**config.mk**
```make
export PLATFORM = sky130hd
export DESIGN_NAME = drc_top
export DESIGN_NICKNAME = d
export VERILOG_FILES = /design/src/design/drc_pkg.sv /design/src/design/drc_prio.sv /design/src/design/drc_rdmux.sv /design/src/design/drc_top.sv
export VERILOG_INCLUDE_DIRS = /design/src /design/src/design
export SDC_FILE = /design/constraint.sdc
export NUM_CORES = 1
export LEC_CHECK = 0
export BUFFER_PORTS_ARGS = -buffer_cell sky130_fd_sc_hd__buf_2
export CAP_MARGIN = 20
export CORE_ASPECT_RATIO = 1.75
export CORE_MARGIN = 1
export CORE_UTILIZATION = 40
export CTS_BUF_LIST = sky130_fd_sc_hd__clkbuf_8
export CTS_CLUSTER_SIZE = 16
export DETAILED_ROUTE_END_ITERATION = 8
export PLACE_DENSITY = 0.78
export SETUP_SLACK_MARGIN = 0.1
export SYNTH_ARGS = -nofsm -noshare
export SYNTH_HDL_FRONTEND = slang
export SYNTH_SLANG_ARGS = --single-unit
```
**constraint.sdc**
```tcl
create_clock -name clock -period 1.8 [get_ports clock]
set_input_delay 0.36 -clock clock [delete_from_list [all_inputs] [get_ports clock]]
set_output_delay 0.36 -clock clock [all_outputs]
set_load 0.05 [all_outputs]
```
**src/design/drc_map.svh**
```systemverilog
// Register map, field positions and reset values of the DMA request controller.
// How it works
// - Simultaneous requests are served audio, touch, serial rx, serial tx, keyboard.
// - Sequencer enable and transfer enable bits together allow or block DMA activity.
// - Reset bit 0 reinitialises the controller while 1; read/write, resets to 0.
// - Unused register bits read back as 0; software writes them as 0.
// - Idle bit 0 reads 1 while the sequencer idles, 0 in use, 0 after reset.
// - Sequencer enable bit 0 enables the sequencer when 1; resets to 0.
// - Transfer enable bits 4..0 enable keyboard, audio, tx, rx, touch; reset 0.
// - Request register shows pending requests, same bit mapping, read only.
`ifndef DRC_MAP_SVH
`define DRC_MAP_SVH

// Register addresses as seen on the register port.
`define DRC_ADDR_RESET    32'h0b000040
`define DRC_ADDR_IDLE     32'h0b000042
`define DRC_ADDR_SEQ_EN   32'h0b000044
`define DRC_ADDR_XFER_EN  32'h0b000046
`define DRC_ADDR_REQ      32'h0b000048

// Field positions and widths.
`define DRC_BIT_RESET     0
`define DRC_BIT_IDLE      0
`define DRC_BIT_SEQ_EN    0
`define DRC_SRC_W         5
`define DRC_SRC_TOUCH     0
`define DRC_SRC_SER_RX    1
`define DRC_SRC_SER_TX    2
`define DRC_SRC_AUDIO     3
`define DRC_SRC_KEYBOARD  4

// Reset values.
`define DRC_RST_BIT       1'h0
`define DRC_RST_SRC       5'h00
`define DRC_RST_DATA      16'h0000

`endif

```
**src/design/drc_pkg.sv**
```systemverilog
// Types shared by the DMA request controller modules.
package drc_pkg;

    // One bit per DMA source, laid out as in the enable and request registers.
    typedef struct packed {
        logic keyboard;
        logic audio;
        logic serial_tx;
        logic serial_rx;
        logic touch_panel;
    } drc_src_s;

    // Register port request from the processor side.
    typedef struct packed {
        logic [31:0] addr;
        logic [15:0] wdata;
        logic        wr;
        logic        rd;
    } drc_bus_s;

    // Register data word.
    typedef logic [15:0] drc_data_t;

    // Sequencer states.
    typedef enum logic [1:0] {
        ST_IDLE,
        ST_BUS_REQ,
        ST_XFER,
        ST_RELEASE
    } drc_state_e;

endpackage

```
**src/design/drc_prio.sv**
```systemverilog
// Fixed priority selector for the DMA sources.
`timescale 1ns/100ps
`include "drc_map.svh"
module drc_prio (
    input  wire drc_pkg::drc_src_s req,
    output drc_pkg::drc_src_s      grant,
    output logic                   any
);
    import drc_pkg::*;

    // Returns a one-hot pick of the highest priority source in a request word.
    function automatic logic [4:0] pick(input logic [4:0] r);
        logic [4:0] g;
        g = 5'h00;
        if (r[`DRC_SRC_AUDIO]) begin
            g[`DRC_SRC_AUDIO] = 1'b1;
        end else if (r[`DRC_SRC_TOUCH]) begin
            g[`DRC_SRC_TOUCH] = 1'b1;
        end else if (r[`DRC_SRC_SER_RX]) begin
            g[`DRC_SRC_SER_RX] = 1'b1;
        end else if (r[`DRC_SRC_SER_TX]) begin
            g[`DRC_SRC_SER_TX] = 1'b1;
        end else if (r[`DRC_SRC_KEYBOARD]) begin
            g[`DRC_SRC_KEYBOARD] = 1'b1;
        end
        return g;
    endfunction

    assign grant = drc_src_s'(pick(req));
    assign any   = |req;
endmodule

```
**src/design/drc_rdmux.sv**
```systemverilog
// Read data selection for the DMA request controller registers.
`timescale 1ns/100ps
`include "drc_map.svh"
module drc_rdmux (
    input  wire logic [31:0]       addr,
    input  wire logic              reset_bit,
    input  wire logic              idle_flag,
    input  wire logic              seq_en,
    input  wire drc_pkg::drc_src_s xfer_en,
    input  wire drc_pkg::drc_src_s req,
    output drc_pkg::drc_data_t     data
);
    import drc_pkg::*;

    always_comb begin
        data = `DRC_RST_DATA;
        if (addr == `DRC_ADDR_RESET) begin
            data[`DRC_BIT_RESET] = reset_bit;
        end else if (addr == `DRC_ADDR_IDLE) begin
            data[`DRC_BIT_IDLE] = idle_flag;
        end else if (addr == `DRC_ADDR_SEQ_EN) begin
            data[`DRC_BIT_SEQ_EN] = seq_en;
        end else if (addr == `DRC_ADDR_XFER_EN) begin
            data[`DRC_SRC_W-1:0] = xfer_en;
        end else if (addr == `DRC_ADDR_REQ) begin
            data[`DRC_SRC_W-1:0] = req;
        end
    end
endmodule

```
**src/design/drc_top.sv**
```systemverilog
// DMA request controller: register port, fixed priority and bus sequencer.
//
// Local design decision: strobed register access.
`timescale 1ns/100ps
`include "drc_map.svh"
module drc_top (
    input  wire logic              clock,
    input  wire logic              rst_n,
    input  wire drc_pkg::drc_bus_s reg_bus,
    output drc_pkg::drc_data_t     rdata,
    input  wire drc_pkg::drc_src_s dma_req,
    output drc_pkg::drc_src_s      dma_ack,
    output logic                   bus_req,
    input  wire logic              bus_ack
);
    import drc_pkg::*;

    ////////////////////////////////////////////////////////////////////////////
    // Register state.

    logic       reset_bit_q;
    logic       reset_bit_d;
    logic       seq_en_q;
    logic       seq_en_d;
    drc_src_s   xfer_en_q;
    drc_src_s   xfer_en_d;
    logic       idle_q;
    logic       idle_d;
    drc_data_t  rdata_q;
    drc_data_t  rdata_d;
    drc_data_t  rd_word;

    ////////////////////////////////////////////////////////////////////////////
    // Sequencer state.

    drc_state_e state_q;
    drc_state_e state_d;
    logic       bus_req_q;
    logic       bus_req_d;
    drc_src_s   grant_q;
    drc_src_s   grant_d;
    drc_src_s   active;
    drc_src_s   winner;
    logic       any_active;
    logic       granted_live;

    ////////////////////////////////////////////////////////////////////////////
    // Register writes.

    // Software writes take effect in the cycle after the strobe; unused bits are dropped.
    always_comb begin
        reset_bit_d = reset_bit_q;
        seq_en_d    = seq_en_q;
        xfer_en_d   = xfer_en_q;
        if (reg_bus.wr) begin
            if (reg_bus.addr == `DRC_ADDR_RESET) begin
                reset_bit_d = reg_bus.wdata[`DRC_BIT_RESET];
            end else if (reg_bus.addr == `DRC_ADDR_SEQ_EN) begin
                seq_en_d = reg_bus.wdata[`DRC_BIT_SEQ_EN];
            end else if (reg_bus.addr == `DRC_ADDR_XFER_EN) begin
                xfer_en_d = drc_src_s'(reg_bus.wdata[`DRC_SRC_W-1:0]);
            end
        end
    end

    // Registers the software visible control bits.
    always_ff @(posedge clock or negedge rst_n) begin
        if (!rst_n) begin
            reset_bit_q <= `DRC_RST_BIT;
            seq_en_q    <= `DRC_RST_BIT;
            xfer_en_q   <= `DRC_RST_SRC;
        end else begin
            reset_bit_q <= reset_bit_d;
            seq_en_q    <= seq_en_d;
            xfer_en_q   <= xfer_en_d;
        end
    end

    ////////////////////////////////////////////////////////////////////////////
    // Register reads.

    // Selects the addressed word; unmapped addresses read as zero.
    drc_rdmux u_rdmux (
        .addr      (reg_bus.addr),
        .reset_bit (reset_bit_q),
        .idle_flag (idle_q),
        .seq_en    (seq_en_q),
        .xfer_en   (xfer_en_q),
        .req       (dma_req),
        .data      (rd_word)
    );

    // Read data stand only in the cycle after the read strobe.
    always_comb begin
        rdata_d = `DRC_RST_DATA;
        if (reg_bus.rd) begin
            rdata_d = rd_word;
        end
    end

    // The idle flag follows the sequencer one cycle late and is 0 out of reset.
    always_comb begin
        idle_d = (state_q == ST_IDLE);
    end

    // Registers the read side.
    always_ff @(posedge clock or negedge rst_n) begin
        if (!rst_n) begin
            rdata_q <= `DRC_RST_DATA;
            idle_q  <= `DRC_RST_BIT;
        end else begin
            rdata_q <= rdata_d;
            idle_q  <= idle_d;
        end
    end

    ////////////////////////////////////////////////////////////////////////////
    // Request selection.

    // Only enabled sources compete; the winner is taken at the acknowledge.
    assign active = dma_req & xfer_en_q;

    drc_prio u_prio (
        .req   (active),
        .grant (winner),
        .any   (any_active)
    );

    // The served source still asks for its transfer.
    assign granted_live = |(dma_req & grant_q);

    ////////////////////////////////////////////////////////////////////////////
    // Sequencer.

    // Asks for the bus, serves one source per tenure and releases the bus.
    always_comb begin
        state_d   = state_q;
        bus_req_d = bus_req_q;
        grant_d   = grant_q;
        case (state_q)
            ST_IDLE: begin
                if (seq_en_q && any_active) begin
                    state_d   = ST_BUS_REQ;
                    bus_req_d = 1'b1;
                end
            end
            ST_BUS_REQ: begin
                if (!seq_en_q || !any_active) begin
                    state_d   = ST_RELEASE;
                    bus_req_d = 1'b0;
                end else if (bus_ack) begin
                    state_d = ST_XFER;
                    grant_d = winner;
                end
            end
            ST_XFER: begin
                if (!bus_ack || !granted_live || !seq_en_q) begin
                    state_d   = ST_RELEASE;
                    bus_req_d = 1'b0;
                    grant_d   = `DRC_RST_SRC;
                end
            end
            ST_RELEASE: begin
                bus_req_d = 1'b0;
                grant_d   = `DRC_RST_SRC;
                if (!bus_ack) begin
                    state_d = ST_IDLE;
                end
            end
            default: begin
                state_d   = ST_IDLE;
                bus_req_d = 1'b0;
                grant_d   = `DRC_RST_SRC;
            end
        endcase
        if (reset_bit_q) begin
            state_d   = ST_IDLE;
            bus_req_d = 1'b0;
            grant_d   = `DRC_RST_SRC;
        end
    end

    // Registers the sequencer.
    always_ff @(posedge clock or negedge rst_n) begin
        if (!rst_n) begin
            state_q   <= ST_IDLE;
            bus_req_q <= 1'b0;
            grant_q   <= `DRC_RST_SRC;
        end else begin
            state_q   <= state_d;
            bus_req_q <= bus_req_d;
            grant_q   <= grant_d;
        end
    end

    // Outputs come straight from flip-flops.
    assign rdata   = rdata_q;
    assign dma_ack = grant_q;
    assign bus_req = bus_req_q;

    ////////////////////////////////////////////////////////////////////////////
    // Checks.

    chk_prio_audio_first: assert property (
        @(posedge clock) disable iff (!rst_n)
        (state_q == ST_BUS_REQ && bus_ack && seq_en_q && !reset_bit_q && active.audio)
        |=> (grant_q == drc_src_s'(5'h08)))
        else $error("audio request was not served first");

    // touch beats the serial and keyboard sources
    chk_prio_touch_next: assert property (
        @(posedge clock) disable iff (!rst_n)
        (state_q == ST_BUS_REQ && bus_ack && seq_en_q && !reset_bit_q
         && !active.audio && active.touch_panel)
        |=> (grant_q == drc_src_s'(5'h01)))
        else $error("touch panel request lost its priority");

    chk_grant_with_bus: assert property (
        @(posedge clock) disable iff (!rst_n)
        $rose(|grant_q) |-> ($past(bus_ack) && bus_req_q && $onehot(grant_q)))
        else $error("grant issued without bus acknowledge");

    // reset bit reads back what was written
    chk_reset_bit_rw: assert property (
        @(posedge clock) disable iff (!rst_n)
        (reg_bus.wr && reg_bus.addr == `DRC_ADDR_RESET) ##1 (reg_bus.rd
         && reg_bus.addr == `DRC_ADDR_RESET && !reg_bus.wr)
        |=> (rdata_q == {15'h0000, $past(reset_bit_q)}))
        else $error("reset bit read back wrong");

    chk_unused_zero: assert property (
        @(posedge clock) disable iff (!rst_n)
        rdata_q[15:`DRC_SRC_W] == 11'h000)
        else $error("unused read bits not zero");

    chk_idle_flag: assert property (
        @(posedge clock) disable iff (!rst_n)
        (state_q != ST_IDLE) |=> !idle_q)
        else $error("idle flag does not follow the sequencer");

    chk_idle_set: assert property (
        @(posedge clock) disable iff (!rst_n)
        (state_q == ST_IDLE) |=> idle_q)
        else $error("idle flag stayed low while the sequencer idled");

    chk_seq_disabled: assert property (
        @(posedge clock) disable iff (!rst_n)
        (state_q == ST_IDLE && !seq_en_q) |=> (state_q == ST_IDLE && !bus_req_q))
        else $error("sequencer left idle while disabled");

    chk_mask_blocks: assert property (
        @(posedge clock) disable iff (!rst_n)
        (state_q == ST_BUS_REQ && active == drc_src_s'(5'h00)) |=> (grant_q == 5'h00))
        else $error("disabled source was granted");

    // request register mirrors the request lines
    chk_req_status: assert property (
        @(posedge clock) disable iff (!rst_n)
        (reg_bus.rd && reg_bus.addr == `DRC_ADDR_REQ)
        |=> (rdata_q == {11'h000, $past(dma_req)}))
        else $error("request status does not match the request lines");

    // demand leads to a bus request
    chk_bus_request: assert property (
        @(posedge clock) disable iff (!rst_n)
        (state_q == ST_IDLE && seq_en_q && any_active && !reset_bit_q)
        |=> (bus_req_q && state_q == ST_BUS_REQ))
        else $error("enabled request did not ask for the bus");

    // controller reset clears the sequencer state, bus request and grant next cycle
    chk_reset_abandon: assert property (
        @(posedge clock) disable iff (!rst_n)
        reset_bit_q |=> (state_q == ST_IDLE && !bus_req_q && grant_q == 5'h00))
        else $error("controller reset left a transfer running");

endmodule

```
## Yosys cells after proc, flatten, opt, wreduce, memory -nomap -nowiden

Cells that the tools add are included.

| cells by class | value |
|---|---|
| equal/unequal tests | 15 |
| mux-type cells | 38 |
| bitwise operators | 4 |
| reductions and logical operators | 18 |

Operators by type and width:

| operator | number |
|---|---|
| 32-bit by 28-bit == test with 1-bit output (second input constant) | 5 |
| 5-bit 2-to-1 mux | 7 |
| 1-bit 2-to-1 mux | 17 |
| 3-bit != test (second input constant) | 5 |
| 5-bit one-hot mux with 3 select lines | 1 |
| 2-bit 2-to-1 mux | 7 |
| 4-bit 2-to-1 mux | 3 |
| 4-bit AND reduction | 3 |
| 5-bit AND | 2 |
| 5-bit OR reduction | 2 |
| 2-bit one-hot mux with 4 select lines | 1 |
| 3-bit AND reduction | 2 |
| 2-bit == test (second input constant) | 2 |
| 1-bit zero test | 4 |
| 4-bit != test (second input constant) | 1 |
| 1-bit one-hot mux with 4 select lines | 1 |
| 4-bit nonzero test | 1 |
| 1-bit logical OR | 3 |
| 3-bit 2-to-1 mux | 1 |
| 3-bit by 2-bit != test with 1-bit output (second input constant) | 1 |
| 2-bit by 1-bit == test with 1-bit output (second input constant) | 1 |
| 2-bit zero test | 1 |
| 1-bit inverter | 2 |
| 2-bit AND reduction | 1 |
| 1-bit logical AND | 1 |

| word-level totals | value |
|---|---|
| bits in registers | 32 |
| bits of input ports | 58 |
| word-level logic and storage cells | 91 |

## Depth between registers and ports, before layout

| logic depth | value |
|---|---|
| depth in word-level cells | 10 |
| gate-level depth with buffers | 7 |
| gate-level depth less buffers | 7 |

## By module

Synthesis repeated with hierarchy kept, for this count alone.

| second synthesis, totals | value |
|---|---|
| cells, all modules | 169 |
| area total of the unflattened synthesis | 1,801.7 µm² |

Modules (own cells, without submodules):

| module | times used | cells an instance | area each (µm²) | sequential area each (µm²) |
|---|---|---|---|---|
| drc_top | 1 | 123 | 1,463.9 | 800.8 |
| drc_rdmux | 1 | 39 | 280.3 | 0.0 |
| drc_prio | 1 | 7 | 57.6 | 0.0 |

## Least setup slack after synthesis

Ideal clock, no wire load.

| timing | value |
|---|---|
| path type | register -> register |
| start | register xfer_en_q[1] (netlist bit) |
| end | register grant_q, in the netlist dma_ack[1] |
| library setup time | 0.121 ns |
| arrival | 1.721 ns |
| data required time | 1.679 ns |
| setup slack | -0.042 ns |
| cell stages (with the launch flop) | 6 |
| period minus slack after synthesis | 1.842 ns |
| path through | dfrtp_1 a222oi_1 a21oi_1 o31ai_4 nor2_2 a32o_2 |

| between the ends | value |
|---|---|
| cells in the longest elaborated chain, start to end | 8 |
| elaborated cells between the ends (all ways) | 13 |
| classes of those cells | 1 x eq/ne; 7 x mux; 1 x bitwise; 4 x reduce/logical |

Ends and longest elaborated chain:

| element | line | text |
|---|---|---|
| from (decl) | drc_top.sv:25 | `drc_src_s xfer_en_q;` |
| from (signal assigned) | drc_top.sv:71 | `` xfer_en_q <= `DRC_RST_SRC; `` |
| from (signal assigned) | drc_top.sv:75 | `xfer_en_q <= xfer_en_d;` |
| 5-bit AND * | drc_top.sv:121 | `assign active = dma_req & xfer_en_q;` |
| 1-bit 2-to-1 mux | drc_prio.sv:19 | `` end else if (r[`DRC_SRC_SER_RX]) begin `` |
| 2-bit 2-to-1 mux | drc_prio.sv:17 | `` end else if (r[`DRC_SRC_TOUCH]) begin `` |
| 3-bit 2-to-1 mux | drc_prio.sv:15 | `` if (r[`DRC_SRC_AUDIO]) begin `` |
| 5-bit 2-to-1 mux | drc_top.sv:151 | `end else if (bus_ack) begin` |
| 5-bit 2-to-1 mux | drc_top.sv:148 | `if (!seq_en_q \|\| !any_active) begin` |
| 5-bit one-hot mux with 3 select lines | drc_top.sv:140 | `case (state_q)` |
| 5-bit 2-to-1 mux | drc_top.sv:176 | `if (reset_bit_q) begin` |
| to (signal assigned) | drc_top.sv:188 | `` grant_q <= `DRC_RST_SRC; `` |
| to (signal assigned) | drc_top.sv:192 | `grant_q <= grant_d;` |
| to (decl) | drc_top.sv:40 | `drc_src_s grant_q;` |

Mark *: on every way between the ends. The rest lies on a longest branch, timed or not. The select of a mux whose other input is x is not followed.
A chain may end at the register's enable or synchronous reset.

## Worst setup path in the final report

| timing | value |
|---|---|
| start | register xfer_en_q[1] (netlist bit) |
| end | register state_q[1] |

| between the ends | value |
|---|---|
| cells in the longest elaborated chain, start to end | 7 |
| elaborated cells between the ends (all ways) | 11 |
| classes of those cells | 2 x eq/ne; 3 x mux; 1 x bitwise; 5 x reduce/logical |

Ends and longest elaborated chain:

| element | line | text |
|---|---|---|
| 5-bit AND * | drc_top.sv:121 |  |
| 5-bit OR reduction * | drc_prio.sv:30 | `assign any = \|req;` |
| 1-bit zero test | drc_top.sv:148 |  |
| 1-bit logical OR | drc_top.sv:148 |  |
| 2-bit 2-to-1 mux | drc_top.sv:148 |  |
| 2-bit one-hot mux with 4 select lines | drc_top.sv:140 |  |
| 2-bit 2-to-1 mux | drc_top.sv:176 |  |
| to (signal assigned) | drc_top.sv:190 | `state_q <= state_d;` |
| to (decl) | drc_top.sv:36 | `drc_state_e state_q;` |

Mark *: on every way between the ends. The rest lies on a longest branch, timed or not.

==> impl_metrics.csv <==
group,metric,value,unit
power_and_ir_drop,p_per_area,504,nW/µm²
clock_tree,cts_root_buf,"clkbuf_8",
routing,ant_nets,0,
cells_and_area,final_common_cell,"buf_2",
power_and_ir_drop,p_sw,0.000264,W
power_and_ir_drop,intPower,0.000681,W
global_route,grt_usage,19.2,%
timing,finalSetupViolCount,0,
synthesis,netlist_area,1300,µm²
critical_path,critPathCaptureType,"register",
critical_path,r2r_start,"xfer_en_q[1]",
die,core-area,3110,µm²
synthesis,ys_seq_area_share,40.3,%
critical_path,start_kind,"register",
clock_tree,cts_made_buffers,3,
die,die_h,77.5,µm
cells_and_area,syn2layout_area_growth,44.1,%
routing,drt_iter0_drc,39,
cells_and_area,multiInputGateArea,803,µm²
cells_and_area,stdcell_area,1880,µm²
critical_path,max_stage_delay,0.40,ns
power_and_ir_drop,vdd_drop_max,0.000404,V
clock_tree,postCtsHoldBufs,0,
synthesis,synth_warnings,0,
clock_tree,clkTransAtPathRegs,0.08,ns
die,dieArea,3500,µm²
timing,skew,0.00452,ns
synthesis,synth_area_per_cell,10.7,µm²
routing,viasPerCell,5.08,
power_and_ir_drop,p_total,0.000945,W
timing,fin_crit_sh,93.9,%
timing,max_freq,0.592,GHz
die,row_count,27,
cells_and_area,seqCellArea,526,µm²
routing,vias,1235,
clock_tree,clk_latency,0.27,ns
clock_tree,cts.sinks,21,
power_and_ir_drop,leakage,0.943,nW
global_route,grt_pass1_wl,4.96,mm
critical_path,cp.required,1.96,ns
die,die_w,45.1,µm
die,pin_count,80,
timing,drv_slew,0,
die,initial_utilization,41.9,%
routing,drtPass1Iterations,4,
timing,tightest_slew,0.502,ns
clock_tree,htree_levels,1,
clock_tree,cts_tree,"done",
cells_and_area,most-common-layout-cells,"buf_2, dfrtp_1, buf_4, conb_1, nand2_1",
placed_design,place_area,1740,µm²
synthesis,synth-seq-cells,21,
power_and_ir_drop,p_comb_share,16.6,%
critical_path,cp-startpoint,"xfer_en_q[1]",
hold_path,hold_path_class,"in2async",
critical_path,crit_path_top_delay_cell,"dfrtp_1",
cells_and_area,drive_gt1_share,54.0,%
critical_path,cp_max_fo,3,
power_and_ir_drop,p_sw_share,27.9,%
critical_path,worstPathCellList,"a222oi_1, buf_4, buf_6, a211o_2, o211a_1, o21ai_2, a32o_1",
timing,tns,0,ns
flow_run,cap_violations,0,
timing,rsz0062_at_grt,"yes",
critical_path,crit_type,"reg2reg",
critical_path,worst-path-buf-inv,2,
placed_design,post-dp-hpwl,2.56,mm
global_route,grt-ovfl-total,0,
routing,finalWirelength,3.26,mm
timing,finalHoldViolCount,0,
cells_and_area,fill_cells,294,
critical_path,cp_data_arrival_time,1.85,ns
critical_path,cpLargestDelayFamily,"compound AO/OA/AOI/OAI gates",
synthesis,syn_inst,122,
power_and_ir_drop,pwr-share-seq,49.9,%
synthesis,synth_cell_types,37,
timing,fin_hold_ws,0.0460,ns
placed_design,gp_congestion,0.767,
global_route,grt_max_degree,22,
cells_and_area,fin_nets,264,
routing,route.detailed.drc,0,
power_and_ir_drop,p_clk_share,33.6,%
cells_and_area,final_core_util,60.4,%
outcome,status,"completed",
timing,relSlewSlack,66.5,%
placed_design,port_buffers,57,
timing,layout_min_cycle_time,1.69,ns
cells_and_area,antennaDiodeCount,0,
global_route,grt_pass1_vias,1205,
routing,post_drt_wl_per_cell,13.4,µm
clock_tree,cts_buffer_depth,2,
global_route,antenna_found_initial,0,
-- synth_stat cells --
cell type / count / share of area [%]
a22o_2: 2 / 1.5
a22oi_1: 6 / 3.5
dfrtp_1: 21 / 40
mux2_2: 7 / 6.1
nor2_2: 1 / 0.48
o21ai_0: 3 / 1.2
a222oi_1: 2 / 1.5
a32o_2: 1 / 0.86
buf_4: 11 / 6.3
a21boi_0: 2 / 1.2
nor4_1: 4 / 1.9
a32o_1: 2 / 1.5
a211o_2: 1 / 0.77
nor3b_1: 2 / 1.2
nor3_4: 1 / 1.2
nor4b_1: 2 / 1.3
and4_1: 1 / 0.67
mux4_2: 1 / 1.7
nand4b_1: 2 / 1.3
nand4_2: 1 / 0.96
nand4_1: 3 / 1.4
nor3_1: 2 / 0.77
nand3_1: 2 / 0.77
nor4bb_1: 1 / 0.77
conb_1: 1 / 0.29
a21oi_1: 3 / 1.2
ha_1: 5 / 4.8
a31oi_1: 1 / 0.48
o31ai_4: 1 / 1.6
nor2_1: 5 / 1.4
o311ai_1: 1 / 0.67
inv_1: 3 / 0.86
mux2i_1: 1 / 0.77
o211a_1: 1 / 0.77
a21o_2: 3 / 2.0
nor2b_1: 6 / 2.9
nand2_1: 10 / 2.9
-- routing by layer --
layer / up-vias / track usage [%] / share of wire (%) / wire [µm]
met5: - / 0 / 0 / 0
met4: 0 / 9.70 / 2.3 / 75
met3: 7 / 2.56 / 4.1 / 133
met2: 47 / 37.1 / 58 / 1900
met1: 579 / 17.7 / 35 / 1150
li1: 602 / - / - / -
-- power groups by stage --
stage	sequential [W]	clock, W	combinational (W)
5_1_grt	0.000471	0.000340	0.000169
4_1_cts	0.000471	0.000322	0.000145
6_report	0.000471	0.000317	0.000157
3_3_place_gp	0.000481	0	0.000142
2_1_floorplan	0.000481	0	0.0000826
3_5_place_dp	0.000481	0	0.000145
-- kinds of logic (layout without fill, tap and decap cells) --
kind of cell               count (synthesis)  after routing  synth area share, %
DFF                                       21             21                 40.3
and+or+nand+nor                           43             43                 20.1
other                                      1             11                0.288
adders and majority gates                  5              5                 4.80
muxes                                      9              9                 8.55
buffers and inverters                     14             82                 7.20
AOI/OAI and AO/OA                         29             29                 18.7
-- worst paths after layout --
path                       cells past startpoint            to  slack (ns)
hold reg to reg                                1    dma_ack[3]        0.52
hold / removal                                 1  xfer_en_q[2]        0.05
min in group clock                             2  xfer_en_q[1]        0.32
setup reg to reg                               7    state_q[1]        0.11
setup / recovery                               7    state_q[1]        0.11
max in group asynchronous                      1      rdata[0]        1.41
-- cell type report --
| class | count | area share (%) |
|---|---|---|
| clock inverters | 1 | 0.267 |
| multi-input cells | 97 | 42.8 |
| inverters | 3 | 0.600 |
| well taps | 43 | 2.87 |
| repair buffers | 75 | 23.3 |
| flip-flops and latches | 21 | 28.0 |
| clock buffers | 3 | 2.20 |
-- sequential cells by signal, summed over array words and instances (netlist names) --
register / flops
reset_bit_q: 1
idle_q: 1
rdata: 5
xfer_en_q: 5
seq_en_q: 1
dma_ack: 5
bus_req: 1
state_q: 2
-- worst reg2reg max path, cell delays in order (launching register included) --
cell      delay, ns
dfrtp_1        0.40
a222oi_1       0.33
buf_4          0.20
buf_6          0.09
a211o_2        0.11
o211a_1        0.18
o21ai_2        0.07
a32o_1         0.21
-- per-stage QoR --
step | cells | setup WS, ns
finish | 243 | 0.110
floorplan | 132 | 0.0342
global route | 243 | 0.0489
global placement | 237 | -0.138
CTS | 241 | 0.0752
detailed placement | 237 | -0.173
-- what timing repair did --
item / CTS / global route
gates cloned: 0 / 0
hold endpoints to repair: 0 / 0
pin swaps: 3 / 9
buffers inserted: 0 / 2
endpoints found under the setup margin: 3 / 15
resized for setup: 6 / 10
Note: power is estimated with default switching activity, not from simulation.
